===== src/hw/gpp_consts.svh =====
// Purpose: Offsets, reset values, field positions and timing for the port pair
// Assumes: Word-wide register bus, 10 MHz system clock
// Notes: Offsets are byte addresses
`ifndef GPP_CONSTS_SVH
`define GPP_CONSTS_SVH
`define GPP_ADDR_W 16
`define GPP_OFF_A_DATA 16'hffd0
`define GPP_OFF_A_DIR 16'hffd2
`define GPP_OFF_B_DATA 16'hffd4
`define GPP_OFF_B_DIR 16'hffd6
`define GPP_OFF_A_DRV 16'hf1d2
`define GPP_OFF_B_DRV 16'hf1d6
`define GPP_OFF_A_PIN 16'hf1e0
`define GPP_OFF_B_PIN 16'hf1e2
`define GPP_OFF_A_CAPEV 16'hf1e4
`define GPP_REG_RESET 8'h00
`define GPP_PWM_LSB 0
`define GPP_CAP_LSB 4
`define GPP_SAMPLE_NS 200
`define GPP_CLK_MHZ 10
`define GPP_SAMPLE_CYC ((`GPP_SAMPLE_NS * `GPP_CLK_MHZ) / 1000)
`endif


===== src/hw/gpp_pkg.sv =====
// Purpose: Types shared by the port pair
// Assumes: Nothing
// Notes: Constants live in gpp_consts.svh
package gpp_pkg;
  typedef logic [7:0] gpp_byte_type;
  typedef enum logic [1:0] {
    GPP_ST_IDLE = 2'b00,
    GPP_ST_WAIT = 2'b01,
    GPP_ST_TAKE = 2'b10
  } gpp_samp_state_type;
endpackage : gpp_pkg


===== src/hw/gpp_sync.sv =====
// Purpose: Two flip-flop synchroniser for pin inputs
// Assumes: Inputs asynchronous to sys_clk_i
// Notes: First stage read only by second stage
`timescale 1ns/1ps
`default_nettype none
module gpp_sync #(
  parameter int WIDTH = 8
) (
  // Clock and reset
  input wire logic sys_clk_i,
  input wire logic srst_i,
  // Data
  input wire logic [WIDTH-1:0] async_i,
  output logic [WIDTH-1:0] sync_o
);
  typedef struct packed {
    logic [WIDTH-1:0] meta;
    logic [WIDTH-1:0] stable;
  } gpp_sync_state_type;
  gpp_sync_state_type st, next_st;
  always_comb begin
    next_st = st;
    next_st.meta = async_i;
    next_st.stable = st.meta;
    if (srst_i) begin
      next_st = '0;
    end
  end
  always_ff @(posedge sys_clk_i) begin
    st <= next_st;
  end
  assign sync_o = st.stable;
endmodule : gpp_sync
`default_nettype wire


===== src/hw/gpp_pin_drv.sv =====
// Purpose: Per-line pin driver for one 8-bit port
// Assumes: Open-drain output enable high only while pulling low
// Notes: Outputs registered
`timescale 1ns/1ps
`default_nettype none
module gpp_pin_drv
  import gpp_pkg::*;
#(
  parameter int WIDTH = 8
) (
  // Clock and reset
  input wire logic sys_clk_i,
  input wire logic srst_i,
  // Control
  input wire logic [WIDTH-1:0] level_i,
  input wire logic [WIDTH-1:0] dir_i,
  input wire logic [WIDTH-1:0] drv_i,
  // Pin
  output logic [WIDTH-1:0] pin_o,
  output logic [WIDTH-1:0] pin_oe_o
);
  typedef struct packed {
    logic [WIDTH-1:0] out;
    logic [WIDTH-1:0] oe;
  } gpp_drv_state_type;
  gpp_drv_state_type st, next_st;
  always_comb begin
    next_st.out = level_i;
    // Open drain drives only low; push-pull drives both levels
    next_st.oe = dir_i & (~drv_i | ~level_i);
    if (drv_i != '0) begin
      next_st.out = level_i & ~drv_i;
    end
    if (srst_i) begin
      next_st = '0;
    end
  end
  always_ff @(posedge sys_clk_i) begin
    st <= next_st;
  end
  assign pin_o = st.out;
  assign pin_oe_o = st.oe;
  property p_input_hiz;
    @(posedge sys_clk_i) disable iff (srst_i)
      (dir_i == '0) |=> (pin_oe_o == '0);
  endproperty
  a_input_hiz: assert property (p_input_hiz)
    else $error("Input line driven");
  property p_od_high;
    @(posedge sys_clk_i) disable iff (srst_i)
      1'b1 |=> ((pin_oe_o & $past(drv_i) & $past(level_i)) == '0);
  endproperty
  a_od_high: assert property (p_od_high)
    else $error("Open drain line drove high");
endmodule : gpp_pin_drv
`default_nettype wire


===== src/hw/gpp_port_pair.sv =====
// Purpose: Two 8-bit GPIO ports with PWM and capture/compare pin functions
// Assumes: Plain register port, read data one cycle after strobe
// Notes: Pin readback and capture flags sit at spare offsets
//
// The address-and-strobe port was chosen for this implementation.
`timescale 1ns/1ps
`default_nettype none
`include "gpp_consts.svh"
module gpp_port_pair
  import gpp_pkg::*;
#(
  parameter int SAMPLE_CYC = `GPP_SAMPLE_CYC
) (
  // Clock and reset
  input wire logic sys_clk_i,
  input wire logic srst_i,
  // Register port
  input wire logic [`GPP_ADDR_W-1:0] addr_i,
  input wire logic [15:0] wdata_i,
  input wire logic wr_i,
  input wire logic rd_i,
  output logic [15:0] rdata_o,
  // PWM unit outputs, already gated by its channel enables
  input wire logic pwm_out_ch0_i,
  input wire logic pwm_out_ch1_i,
  input wire logic pwm_out_ch2_i,
  input wire logic pwm_out_ch3_i,
  // Second capture/compare unit, channels a to d
  input wire logic [3:0] capcmp_cmp_event_i,
  input wire logic [3:0] capcmp_cmp_value_i,
  output logic [3:0] capcmp_pin_o,
  output logic [3:0] capcmp_ext_irq_o,
  // Port A pins
  input wire logic [7:0] port_a_pin_i,
  output logic [7:0] port_a_pin_o,
  output logic [7:0] port_a_pin_oe_o,
  // Port B pins
  input wire logic [7:0] port_b_pin_i,
  output logic [7:0] port_b_pin_o,
  output logic [7:0] port_b_pin_oe_o
);
  localparam logic [7:0] SAMPLE_LAST = 8'(SAMPLE_CYC - 1);

  typedef struct packed {
    gpp_byte_type port_a_data;
    gpp_byte_type port_a_direction;
    gpp_byte_type port_a_drive_type;
    gpp_byte_type port_b_data;
    gpp_byte_type port_b_direction;
    gpp_byte_type port_b_drive_type;
    logic [7:0] samp_cnt;
    logic [3:0] cap_sample;
    logic [3:0] cap_irq;
    logic [3:0] cap_flag;
    logic [1:0] cap_warm;
    logic [15:0] rdata;
  } gpp_state_type;

  gpp_state_type st, next_st;
  logic [7:0] a_sync;
  logic [7:0] b_sync;
  logic [7:0] a_level;
  logic [3:0] pwm_vec;
  logic samp_tick;

  function automatic gpp_byte_type gpp_wr_byte(input gpp_byte_type cur, input logic hit,
                                               input logic [15:0] wd);
    gpp_wr_byte = hit ? wd[7:0] : cur;
  endfunction : gpp_wr_byte

  gpp_sync #(.WIDTH(8)) u_sync_a (
    .sys_clk_i(sys_clk_i),
    .srst_i(srst_i),
    .async_i(port_a_pin_i),
    .sync_o(a_sync)
  );

  gpp_sync #(.WIDTH(8)) u_sync_b (
    .sys_clk_i(sys_clk_i),
    .srst_i(srst_i),
    .async_i(port_b_pin_i),
    .sync_o(b_sync)
  );

  assign pwm_vec = {pwm_out_ch3_i, pwm_out_ch2_i, pwm_out_ch1_i, pwm_out_ch0_i};
  // Upper lines driven by latch, lower lines latch XOR PWM
  assign a_level = {st.port_a_data[7:4], st.port_a_data[3:0] ^ pwm_vec};
  assign samp_tick = (st.samp_cnt == SAMPLE_LAST);

  always_comb begin
    next_st = st;
    next_st.rdata = 16'h0000;
    next_st.port_a_data = gpp_wr_byte(st.port_a_data, wr_i && addr_i == `GPP_OFF_A_DATA, wdata_i);
    next_st.port_a_direction = gpp_wr_byte(st.port_a_direction, wr_i && addr_i == `GPP_OFF_A_DIR, wdata_i);
    next_st.port_a_drive_type = gpp_wr_byte(st.port_a_drive_type, wr_i && addr_i == `GPP_OFF_A_DRV, wdata_i);
    next_st.port_b_data = gpp_wr_byte(st.port_b_data, wr_i && addr_i == `GPP_OFF_B_DATA, wdata_i);
    next_st.port_b_direction = gpp_wr_byte(st.port_b_direction, wr_i && addr_i == `GPP_OFF_B_DIR, wdata_i);
    next_st.port_b_drive_type = gpp_wr_byte(st.port_b_drive_type, wr_i && addr_i == `GPP_OFF_B_DRV, wdata_i);
    // Compare event overrides a same-cycle software write per line
    for (int i = 0; i < 4; i++) begin
      if (capcmp_cmp_event_i[i]) begin
        next_st.port_a_data[`GPP_CAP_LSB + i] = capcmp_cmp_value_i[i];
      end
    end
    // Sample capture lines once per period
    next_st.cap_irq = 4'h0;
    if (samp_tick) begin
      next_st.samp_cnt = 8'h00;
    end else begin
      next_st.samp_cnt = st.samp_cnt + 8'h01;
    end
    // Follow pins until synchroniser is filled
    if (st.cap_warm != 2'h3) begin
      next_st.cap_warm = st.cap_warm + 2'h1;
      next_st.cap_sample = a_sync[7:4];
    end else if (samp_tick) begin
      next_st.cap_sample = a_sync[7:4];
      next_st.cap_irq = a_sync[7:4] & ~st.cap_sample;
    end
    // Sticky capture event flags, set wins over clear
    if (wr_i && addr_i == `GPP_OFF_A_CAPEV) begin
      next_st.cap_flag = st.cap_flag & ~wdata_i[3:0];
    end
    next_st.cap_flag = next_st.cap_flag | next_st.cap_irq;
    if (rd_i) begin
      unique case (addr_i)
        `GPP_OFF_A_DATA: next_st.rdata = {8'h00, st.port_a_data};
        `GPP_OFF_A_DIR: next_st.rdata = {8'h00, st.port_a_direction};
        `GPP_OFF_A_DRV: next_st.rdata = {8'h00, st.port_a_drive_type};
        `GPP_OFF_B_DATA: next_st.rdata = {8'h00, st.port_b_data};
        `GPP_OFF_B_DIR: next_st.rdata = {8'h00, st.port_b_direction};
        `GPP_OFF_B_DRV: next_st.rdata = {8'h00, st.port_b_drive_type};
        `GPP_OFF_A_PIN: next_st.rdata = {8'h00, a_sync};
        `GPP_OFF_B_PIN: next_st.rdata = {8'h00, b_sync};
        `GPP_OFF_A_CAPEV: next_st.rdata = {12'h000, st.cap_flag};
        default: next_st.rdata = 16'h0000;
      endcase
    end
    if (srst_i) begin
      next_st = '0;
      next_st.port_a_data = `GPP_REG_RESET;
      next_st.port_b_data = `GPP_REG_RESET;
    end
  end

  always_ff @(posedge sys_clk_i) begin
    st <= next_st;
  end

  gpp_pin_drv #(.WIDTH(8)) u_drv_a (
    .sys_clk_i(sys_clk_i),
    .srst_i(srst_i),
    .level_i(a_level),
    .dir_i(st.port_a_direction),
    .drv_i(st.port_a_drive_type),
    .pin_o(port_a_pin_o),
    .pin_oe_o(port_a_pin_oe_o)
  );

  gpp_pin_drv #(.WIDTH(8)) u_drv_b (
    .sys_clk_i(sys_clk_i),
    .srst_i(srst_i),
    .level_i(st.port_b_data),
    .dir_i(st.port_b_direction),
    .drv_i(st.port_b_drive_type),
    .pin_o(port_b_pin_o),
    .pin_oe_o(port_b_pin_oe_o)
  );

  assign rdata_o = st.rdata;
  assign capcmp_pin_o = a_sync[7:4];
  assign capcmp_ext_irq_o = st.cap_irq;

  property p_reset_clear;
    @(posedge sys_clk_i) srst_i |=> (st.port_a_data == 8'h00 && st.port_a_direction == 8'h00 &&
      st.port_a_drive_type == 8'h00 && st.port_b_data == 8'h00 && st.port_b_direction == 8'h00 &&
      st.port_b_drive_type == 8'h00);
  endproperty
  a_reset_clear: assert property (p_reset_clear)
    else $error("Registers not cleared by reset");

  property p_upper_zero;
    @(posedge sys_clk_i) disable iff (srst_i) rd_i |=> (rdata_o[15:8] == 8'h00);
  endproperty
  a_upper_zero: assert property (p_upper_zero)
    else $error("Upper byte not zero");

  property p_dir_readback;
    @(posedge sys_clk_i) disable iff (srst_i)
      (wr_i && addr_i == `GPP_OFF_A_DIR) ##1 (rd_i && addr_i == `GPP_OFF_A_DIR && !wr_i)
      |=> (rdata_o[7:0] == $past(wdata_i, 2));
  endproperty
  a_dir_readback: assert property (p_dir_readback)
    else $error("Direction readback wrong");

  property p_pwm_xor;
    @(posedge sys_clk_i) disable iff (srst_i)
      1'b1 |=> ((((port_a_pin_o[3:0] ^ $past(st.port_a_data[3:0])) ^ $past(pwm_vec)) &
        $past(st.port_a_direction[3:0]) & ~$past(st.port_a_drive_type[3:0])) == 4'h0);
  endproperty
  a_pwm_xor: assert property (p_pwm_xor)
    else $error("PWM lines not XOR of latch");

  property p_pwm_pin;
    @(posedge sys_clk_i) disable iff (srst_i)
      (st.port_a_direction[0] && !st.port_a_drive_type[0] && !srst_i)
      |=> (port_a_pin_o[0] == ($past(st.port_a_data[0]) ^ $past(pwm_out_ch0_i)));
  endproperty
  a_pwm_pin: assert property (p_pwm_pin)
    else $error("PWM channel 0 not on line 0");

  property p_cmp_load;
    @(posedge sys_clk_i) disable iff (srst_i)
      capcmp_cmp_event_i[0] |=> (st.port_a_data[4] == $past(capcmp_cmp_value_i[0]));
  endproperty
  a_cmp_load: assert property (p_cmp_load)
    else $error("Compare value not loaded");

  property p_sample_period;
    @(posedge sys_clk_i) disable iff (srst_i) samp_tick |=> !samp_tick;
  endproperty
  a_sample_period: assert property (p_sample_period)
    else $error("Sample period too short");

  property p_sample_bound;
    @(posedge sys_clk_i) disable iff (srst_i) st.samp_cnt <= SAMPLE_LAST;
  endproperty
  a_sample_bound: assert property (p_sample_bound)
    else $error("Sample counter overran");

  property p_cap_route;
    @(posedge sys_clk_i) disable iff (srst_i)
      (!$past(srst_i) && !$past(srst_i, 2)) |-> (capcmp_pin_o == $past(port_a_pin_i[7:4], 2));
  endproperty
  a_cap_route: assert property (p_cap_route)
    else $error("Capture routing wrong");

  property p_irq_quiet;
    @(posedge sys_clk_i) disable iff (srst_i)
      $fell(srst_i) |-> (capcmp_ext_irq_o == 4'h0) [*4];
  endproperty
  a_irq_quiet: assert property (p_irq_quiet)
    else $error("Interrupt right after reset");

  property p_a_input_hiz;
    @(posedge sys_clk_i) disable iff (srst_i)
      1'b1 |=> ((port_a_pin_oe_o & ~$past(st.port_a_direction)) == 8'h00);
  endproperty
  a_a_input_hiz: assert property (p_a_input_hiz)
    else $error("Port A input line driven");

  property p_b_input_hiz;
    @(posedge sys_clk_i) disable iff (srst_i)
      1'b1 |=> ((port_b_pin_oe_o & ~$past(st.port_b_direction)) == 8'h00);
  endproperty
  a_b_input_hiz: assert property (p_b_input_hiz)
    else $error("Port B input line driven");

  property p_a_pp_driven;
    @(posedge sys_clk_i) disable iff (srst_i)
      1'b1 |=> ((~port_a_pin_oe_o & $past(st.port_a_direction) & ~$past(st.port_a_drive_type)) == 8'h00);
  endproperty
  a_a_pp_driven: assert property (p_a_pp_driven)
    else $error("Port A push-pull output not driven");

  property p_b_pp_driven;
    @(posedge sys_clk_i) disable iff (srst_i)
      1'b1 |=> ((~port_b_pin_oe_o & $past(st.port_b_direction) & ~$past(st.port_b_drive_type)) == 8'h00);
  endproperty
  a_b_pp_driven: assert property (p_b_pp_driven)
    else $error("Port B push-pull output not driven");

  property p_a_od_low;
    @(posedge sys_clk_i) disable iff (srst_i)
      1'b1 |=> ((port_a_pin_o & $past(st.port_a_drive_type)) == 8'h00);
  endproperty
  a_a_od_low: assert property (p_a_od_low)
    else $error("Port A open drain level high");

  property p_b_od_low;
    @(posedge sys_clk_i) disable iff (srst_i)
      1'b1 |=> ((port_b_pin_o & $past(st.port_b_drive_type)) == 8'h00);
  endproperty
  a_b_od_low: assert property (p_b_od_low)
    else $error("Port B open drain level high");

  property p_b_level;
    @(posedge sys_clk_i) disable iff (srst_i)
      1'b1 |=> (((port_b_pin_o ^ $past(st.port_b_data)) & $past(st.port_b_direction) &
        ~$past(st.port_b_drive_type)) == 8'h00);
  endproperty
  a_b_level: assert property (p_b_level)
    else $error("Port B output not latch level");

  property p_cap_level;
    @(posedge sys_clk_i) disable iff (srst_i)
      1'b1 |=> (((port_a_pin_o[7:4] ^ $past(st.port_a_data[7:4])) & $past(st.port_a_direction[7:4]) &
        ~$past(st.port_a_drive_type[7:4])) == 4'h0);
  endproperty
  a_cap_level: assert property (p_cap_level)
    else $error("Compare line not latch level");

  property p_rd_idle;
    @(posedge sys_clk_i) disable iff (srst_i) !rd_i |=> (rdata_o == 16'h0000);
  endproperty
  a_rd_idle: assert property (p_rd_idle)
    else $error("Read data without read");

  property p_irq_on_tick;
    @(posedge sys_clk_i) disable iff (srst_i) !samp_tick |=> (capcmp_ext_irq_o == 4'h0);
  endproperty
  a_irq_on_tick: assert property (p_irq_on_tick)
    else $error("Interrupt between samples");

  property p_irq_rise;
    @(posedge sys_clk_i) disable iff (srst_i) 1'b1 |-> ((capcmp_ext_irq_o & ~st.cap_sample) == 4'h0);
  endproperty
  a_irq_rise: assert property (p_irq_rise)
    else $error("Interrupt on low sample");

  property p_flag_has_irq;
    @(posedge sys_clk_i) disable iff (srst_i) 1'b1 |-> ((capcmp_ext_irq_o & ~st.cap_flag) == 4'h0);
  endproperty
  a_flag_has_irq: assert property (p_flag_has_irq)
    else $error("Interrupt without flag");

  property p_flag_hold;
    @(posedge sys_clk_i) disable iff (srst_i)
      !(wr_i && addr_i == `GPP_OFF_A_CAPEV) |=> ((~st.cap_flag & $past(st.cap_flag)) == 4'h0);
  endproperty
  a_flag_hold: assert property (p_flag_hold)
    else $error("Capture flag lost");

  property p_b_hold;
    @(posedge sys_clk_i) disable iff (srst_i)
      !wr_i |=> $stable({st.port_b_data, st.port_b_direction, st.port_b_drive_type});
  endproperty
  a_b_hold: assert property (p_b_hold)
    else $error("Port B register changed without write");
endmodule : gpp_port_pair
`default_nettype wire


===== config.mk =====
export PLATFORM = sky130hd
export DESIGN_NAME = gpp_port_pair
export DESIGN_NICKNAME = d
export VERILOG_FILES = /design/src/hw/gpp_pkg.sv /design/src/hw/gpp_sync.sv /design/src/hw/gpp_pin_drv.sv /design/src/hw/gpp_port_pair.sv
export VERILOG_INCLUDE_DIRS = /design/src /design/src/hw
export SDC_FILE = /design/constraint.sdc
export NUM_CORES = 1
export LEC_CHECK = 0
export BUFFER_PORTS_ARGS = -buffer_cell sky130_fd_sc_hd__buf_2
export CAP_MARGIN = 20
export CORE_MARGIN = 2
export CORE_UTILIZATION = 25
export CTS_CLUSTER_DIAMETER = 40
export DETAILED_ROUTE_END_ITERATION = 16
export SLEW_MARGIN = 20
export SYNTH_ARGS = -nofsm -noshare
export SYNTH_HDL_FRONTEND = slang
export SYNTH_SLANG_ARGS = --single-unit

===== constraint.sdc =====
create_clock -name sys_clk_i -period 1.82 [get_ports sys_clk_i]
set_input_delay 0.182 -clock sys_clk_i [delete_from_list [all_inputs] [get_ports sys_clk_i]]
set_output_delay 0.182 -clock sys_clk_i [all_outputs]
set_load 0.02 [all_outputs]

**Word level (Yosys, flattened, before mapping)**

Cells that the tools add are included.

- $add $sub $neg: 2
- Equal/unequal tests: 11
- Multiplexer cells: 12
- Bitwise gates (word level): 17
- Reduce and logical (&&, ||, !) cells: 16

Operators by type and width:

| operator | number |
|---|---|
| $eq 16x16->1 const B | 9 |
| $pmux 8 s9 | 1 |
| $and 8x8->8 | 4 |
| $mux 8 | 4 |
| $not 8->8 | 4 |
| $or 8x8->8 | 2 |
| $reduce_bool 8->1 | 2 |
| $mux 4 | 3 |
| $reduce_bool 2->1 | 5 |
| $add 8x1->8 const B | 1 |
| $and 4x4->4 | 2 |
| $eq 8x1->1 const B | 1 |
| $not 4->4 | 2 |
| $logic_and 1x1->1 | 7 |
| $mux 1 | 4 |
| $or 4x4->4 | 1 |
| $reduce_or 2->1 | 2 |
| $xor 4x4->4 | 1 |
| $add 2x1->2 const B | 1 |
| $ne 2x2->1 const B | 1 |
| $not 1->1 | 1 |

- Bits in registers: 150
- Input bits: 64
- Output and inout port bits: 56
- Logic and storage cells: 82

**Longest topological paths before layout**

- Depth in word-level cells: 5
- Mapped depth: 8

**Modules after synthesis**

A second synthesis with hierarchy kept.

- Cells, all modules: 614
- Area, all modules: 6,124.6 µm²

Modules (own cells, without submodules):

| module | times used | cells an instance | area an instance (µm²) |
|---|---|---|---|
| gpp_port_pair | 1 | 448 | 3,982.6 |
| gpp_pin_drv | 2 | 42 | 546.8 |
| gpp_sync | 2 | 41 | 524.3 |

**Worst setup path after synthesis**

No wires, ideal clock.

- Path type: input to register
- Start point: input port addr_i[9]
- End point: register st[38] (netlist bit)
- Library setup time: 0.128 ns
- Arrival: 1.586 ns
- Setup slack: 0.107 ns
- Stages: 7
- Path buffers: 2
- Cell sequence: or3_1 -> buf_2 -> nor4_1 -> and3_1 -> buf_4 -> mux2i_1 -> nor2_1

- Word-level cells in the longest chain between the ends: 2

RTL lines:

| what | RTL line | source |
|---|---|---|
| start, declared | gpp_port_pair.sv:18 | `` input wire logic [`GPP_ADDR_W-1:0] addr_i, `` |
| $eq 16x16->1 | -- |  |
| $logic_and 1x1->1 (no line) | -- |  |
| end signal, assigned | gpp_port_pair.sv:147 | `st <= next_st;` |
| end, declared | gpp_port_pair.sv:59 | `gpp_state_type st, next_st;` |

No other way between the ends.
A chain may end at the register's enable or synchronous reset.

**Worst setup path in the final report**

- Start point: register st[30] (netlist bit)
- End point: register st[19] (netlist bit)

- Word-level cells in the longest chain between the ends: 4

RTL lines:

| what | RTL line | source |
|---|---|---|
| $eq 8x1->1 | gpp_port_pair.sv:88 | `assign samp_tick = (st.samp_cnt == SAMPLE_LAST);` |
| $mux 8 | gpp_port_pair.sv:116 | `end else if (samp_tick) begin` |
| $mux 4 | gpp_port_pair.sv:113 | `if (st.cap_warm != 2'h3) begin` |
| $or 4x4->4 | gpp_port_pair.sv:124 | `next_st.cap_flag = next_st.cap_flag \| next_st.cap_irq;` |

No other way between the ends. The select of a mux whose other input is x is not followed.

==> flow_metrics.py <==
metrics = {
    "sta": {
        "fmax_mhz": 645,
        "rsz0062_at_grt": "false",
        "fin_setup_tns_ns": 0,
        "fin_skew_ns": 0.00904,
        "period_share_pct": 85.1,
        "slew_viol_final": 0,
        "setup_viol": 0,
        "hold_viol_final": 0,
        "period_minus_slack_ns": 1.55,
    },
    "logic_synthesis": {
        "yosys-top-cells-count": "dfxtp_1, nand2_1, nor2_1",
        "synth_area_um2": 5600,
        "synthArstFlopShare_pct": 0,
        "synth_largest_area_cell": "dfxtp_1",
        "synth-seq-cells": 142,
        "synthTopCellsByArea": "dfxtp_1, mux2i_1, nand2_1",
        "synth_edf_count": 0,
        "ys.flop_type": "dfxtp_1",
        "synth_top_area_share_pct": 50.8,
        "synthMostInstantiatedCell": "dfxtp_1",
        "syn_area_per_cell_um2": 9.76,
        "yosys_warnings": 0,
        "seq_area_frac_synth_pct": 50.8,
        "netlist_instances": 574,
        "ys_types": 54,
    },
    "setup_path": {
        "cp_max_fo": 4,
        "crit_path_start_kind": "register",
        "crit_slowest_cell": "dfxtp_1",
        "cp_cell_sequence": "ha_1 -> nor4b_2 -> nand4_1 -> buf_4 -> nor3b_2 -> a31o_2",
        "cp.arrival_ns": 1.91,
        "endpoint_kind": "register",
        "slowest_delay_ns": 0.37,
        "critPathRequiredTime_ns": 2.19,
        "crit_type": "register to register",
    },
    "cts": {
        "clock_latency_ns": 0.42,
        "clockBufferDepth": 2,
        "cts_tree": "yes",
        "htree_levels": 4,
        "numClockSinks": 142,
        "path_clk_slew_ns": 0.07,
        "clock-root-buffer": "clkbuf_16",
        "cts_buffers": 17,
    },
    "die": {
        "die_y_um": 154,
        "initial_utilization_pct": 25.6,
        "core-area_um2": 21900,
        "design.die.area_um2": 23600,
        "io_pins": 120,
        "dieWidth_um": 154,
        "row_count": 54,
    },
    "grt": {
        "grtUsageMet2_pct": 21.8,
        "grtUsageMet1_pct": 18.1,
        "grt.met3_usage_pct": 3.30,
        "overflow": 0,
        "grt_pass1_wl_um": 25000,
        "grt_pass1_vias": 4419,
        "antenna_found_initial": 2,
        "gr-max-usage-layer": "met2",
        "grtUsageTotal_pct": 13.9,
        "grt_max_degree": 103,
    },
    "worst_hold_path": {
        "hold_class": "input pin to register",
    },
    "placement": {
        "placed_cell_area_um2": 6580,
        "globalplace.congestion": 0.897,
        "hpwl_um": 11500,
        "numPortBuffers": 103,
    },
    "layout": {
        "syn_to_final_growth_pct": 31.7,
        "drive_above_1_share_pct": 28.4,
        "layout.area.seq_um2": 2840,
        "multi_input_area_um2": 2470,
        "final_nets": 782,
        "fillers": 2332,
        "fin_area_um2": 7380,
        "utilization_pct": 33.7,
    },
    "drt": {
        "detail_route.wl_per_cell_um": 16.0,
        "drt_iter0_markers": 335,
        "totalWireLength_um": 16200,
        "antenna_left": 0,
        "vias_per_cell": 4.50,
        "firstDrtPassIters": 5,
        "drc": 0,
        "num_vias": 4547,
    },
    "power": {
        "p_leak_nw": 3.09,
        "power_density_nw_per_um2": 977,
        "ir_drop_mv": 0.608,
    },
    "run": {
        "drv_cap": 0,
    },
    "status": {
        "status": "finished, final reports clean",
    },
}
-- final cells by class --
class | instances | area share (%)
multi-input combinational | 383 | 33.5
antenna | 2 | 0.0679
inverter | 4 | 0.204
timing repair buffer | 167 | 14.7
sequential | 142 | 38.5
tap | 280 | 4.75
clock buffer | 19 | 6.14
clock inverter | 13 | 2.07
-- power by group --
part | switching [mW] | internal (mW)
Clock | 1.42 | 2.12
Combinational | 0.256 | 0.194
Sequential | 0.0374 | 3.18
-- metal layers --
| layer | share of wire (%) | vias up | routed length [um] |
|---|---|---|---|
| met1 | 46 | 2122 | 7430 |
| met3 | 4.9 | 20 | 786 |
| met2 | 47 | 135 | 7590 |
| met5 | 0 | - | 0 |
| li1 | - | 2270 | - |
| met4 | 2.2 | 0 | 362 |
-- logic make-up after synthesis --
group	Yosys count	share of synthesized area [%]
buffers and inverters	56	5.96
XOR/XNOR	11	1.72
multiplexers	36	6.50
AO/OA/AOI/OAI	69	8.49
other	1	0.0670
flip-flops	142	50.8
adder cells (fa/ha/maj)	3	0.670
AND/OR/NAND/NOR	256	25.8
-- timing repair --
| action | in CTS | in global routing |
|---|---|---|
| setup buffers | 0 | 1 |
| hold buffers | 16 | 0 |
| endpoints found under the hold margin | 16 | 0 |
| gates resized for setup | 0 | 4 |
| endpoints found under the setup margin | 0 | 8 |
-- metrics by stage --
stage | power (mW) | setup WS (ns) | std cells | hold slack (ns)
after global placement | 3.70 | -0.0835 | 959 | 0.393
after detailed placement | 3.71 | -0.121 | 959 | 0.395
after CTS | 7.28 | 0.0364 | 1007 | 0.0228
after global routing | 7.46 | 0.113 | 1010 | 0.0400
final | 7.21 | 0.271 | 1010 | 0.0339
after floorplan | 3.53 | 0.107 | 581 | 0.310
-- state kept, by name (all words and copies together) (netlist names) --
signal,count
st,62
rdata_o,8
u_drv_a.pin_o,8
u_drv_a.pin_oe_o,8
u_drv_b.pin_o,8
u_drv_b.pin_oe_o,8
u_sync_a.st,8
u_sync_a.sync_o,8
u_sync_b.st,8
u_sync_b.sync_o,8
a_level,4
capcmp_ext_irq_o,4
-- cell usage in the layout, fill, tap and decap left out, types with 3 or more instances in the layout --
master         netlist  routed
nand4_1              4       4
dlygate4sd3_1        0      16
o21ai_0              3       3
nand2_1             65      65
nand3_1             26      26
a22o_1               6       6
a21oi_1             29      29
a221o_1              3       3
a222oi_1             5       5
clkbuf_16            0      17
inv_6                0       5
a31oi_1              6       6
conb_1               1       8
buf_12               0       4
and3_1              22      22
nor3b_2              1       4
nor3_1              15      15
nor2b_1             36      36
buf_2                6     103
a31o_2               4       4
a22oi_1              3       3
inv_1                4       4
mux2_2               3       3
xor2_1               9       9
ha_1                 3       3
nor3b_1             20      17
nor4b_4              3       3
nor2_1              43      43
mux2i_1             33      33
nor4_1               5       5
dfxtp_1            142     142
buf_4               25      44
-- worst paths after layout --
| check | to | depth (start not counted) | from | slack, ns |
|---|---|---|---|---|
| worst min-delay path | a_level[7] | 3 | capcmp_cmp_value_i[3] | 0.03 |
| worst min register to register | u_sync_b.sync_o[3] | 1 | u_sync_b.st[11] | 0.44 |
| worst max-delay path | st[19] | 6 | st[30] | 0.27 |
| worst max register to register | st[19] | 6 | st[30] | 0.27 |
-- worst max-delay path, delay by kind of cell, from the launching register on --
family	cells	cell delay [ns]
AND/OR/NAND/NOR	3	0.64
flip-flops	1	0.37
buffers and inverters	1	0.19
adder cells (fa/ha/maj)	1	0.16
AO/OA/AOI/OAI	1	0.13
Power figures use the tool's default switching activity.
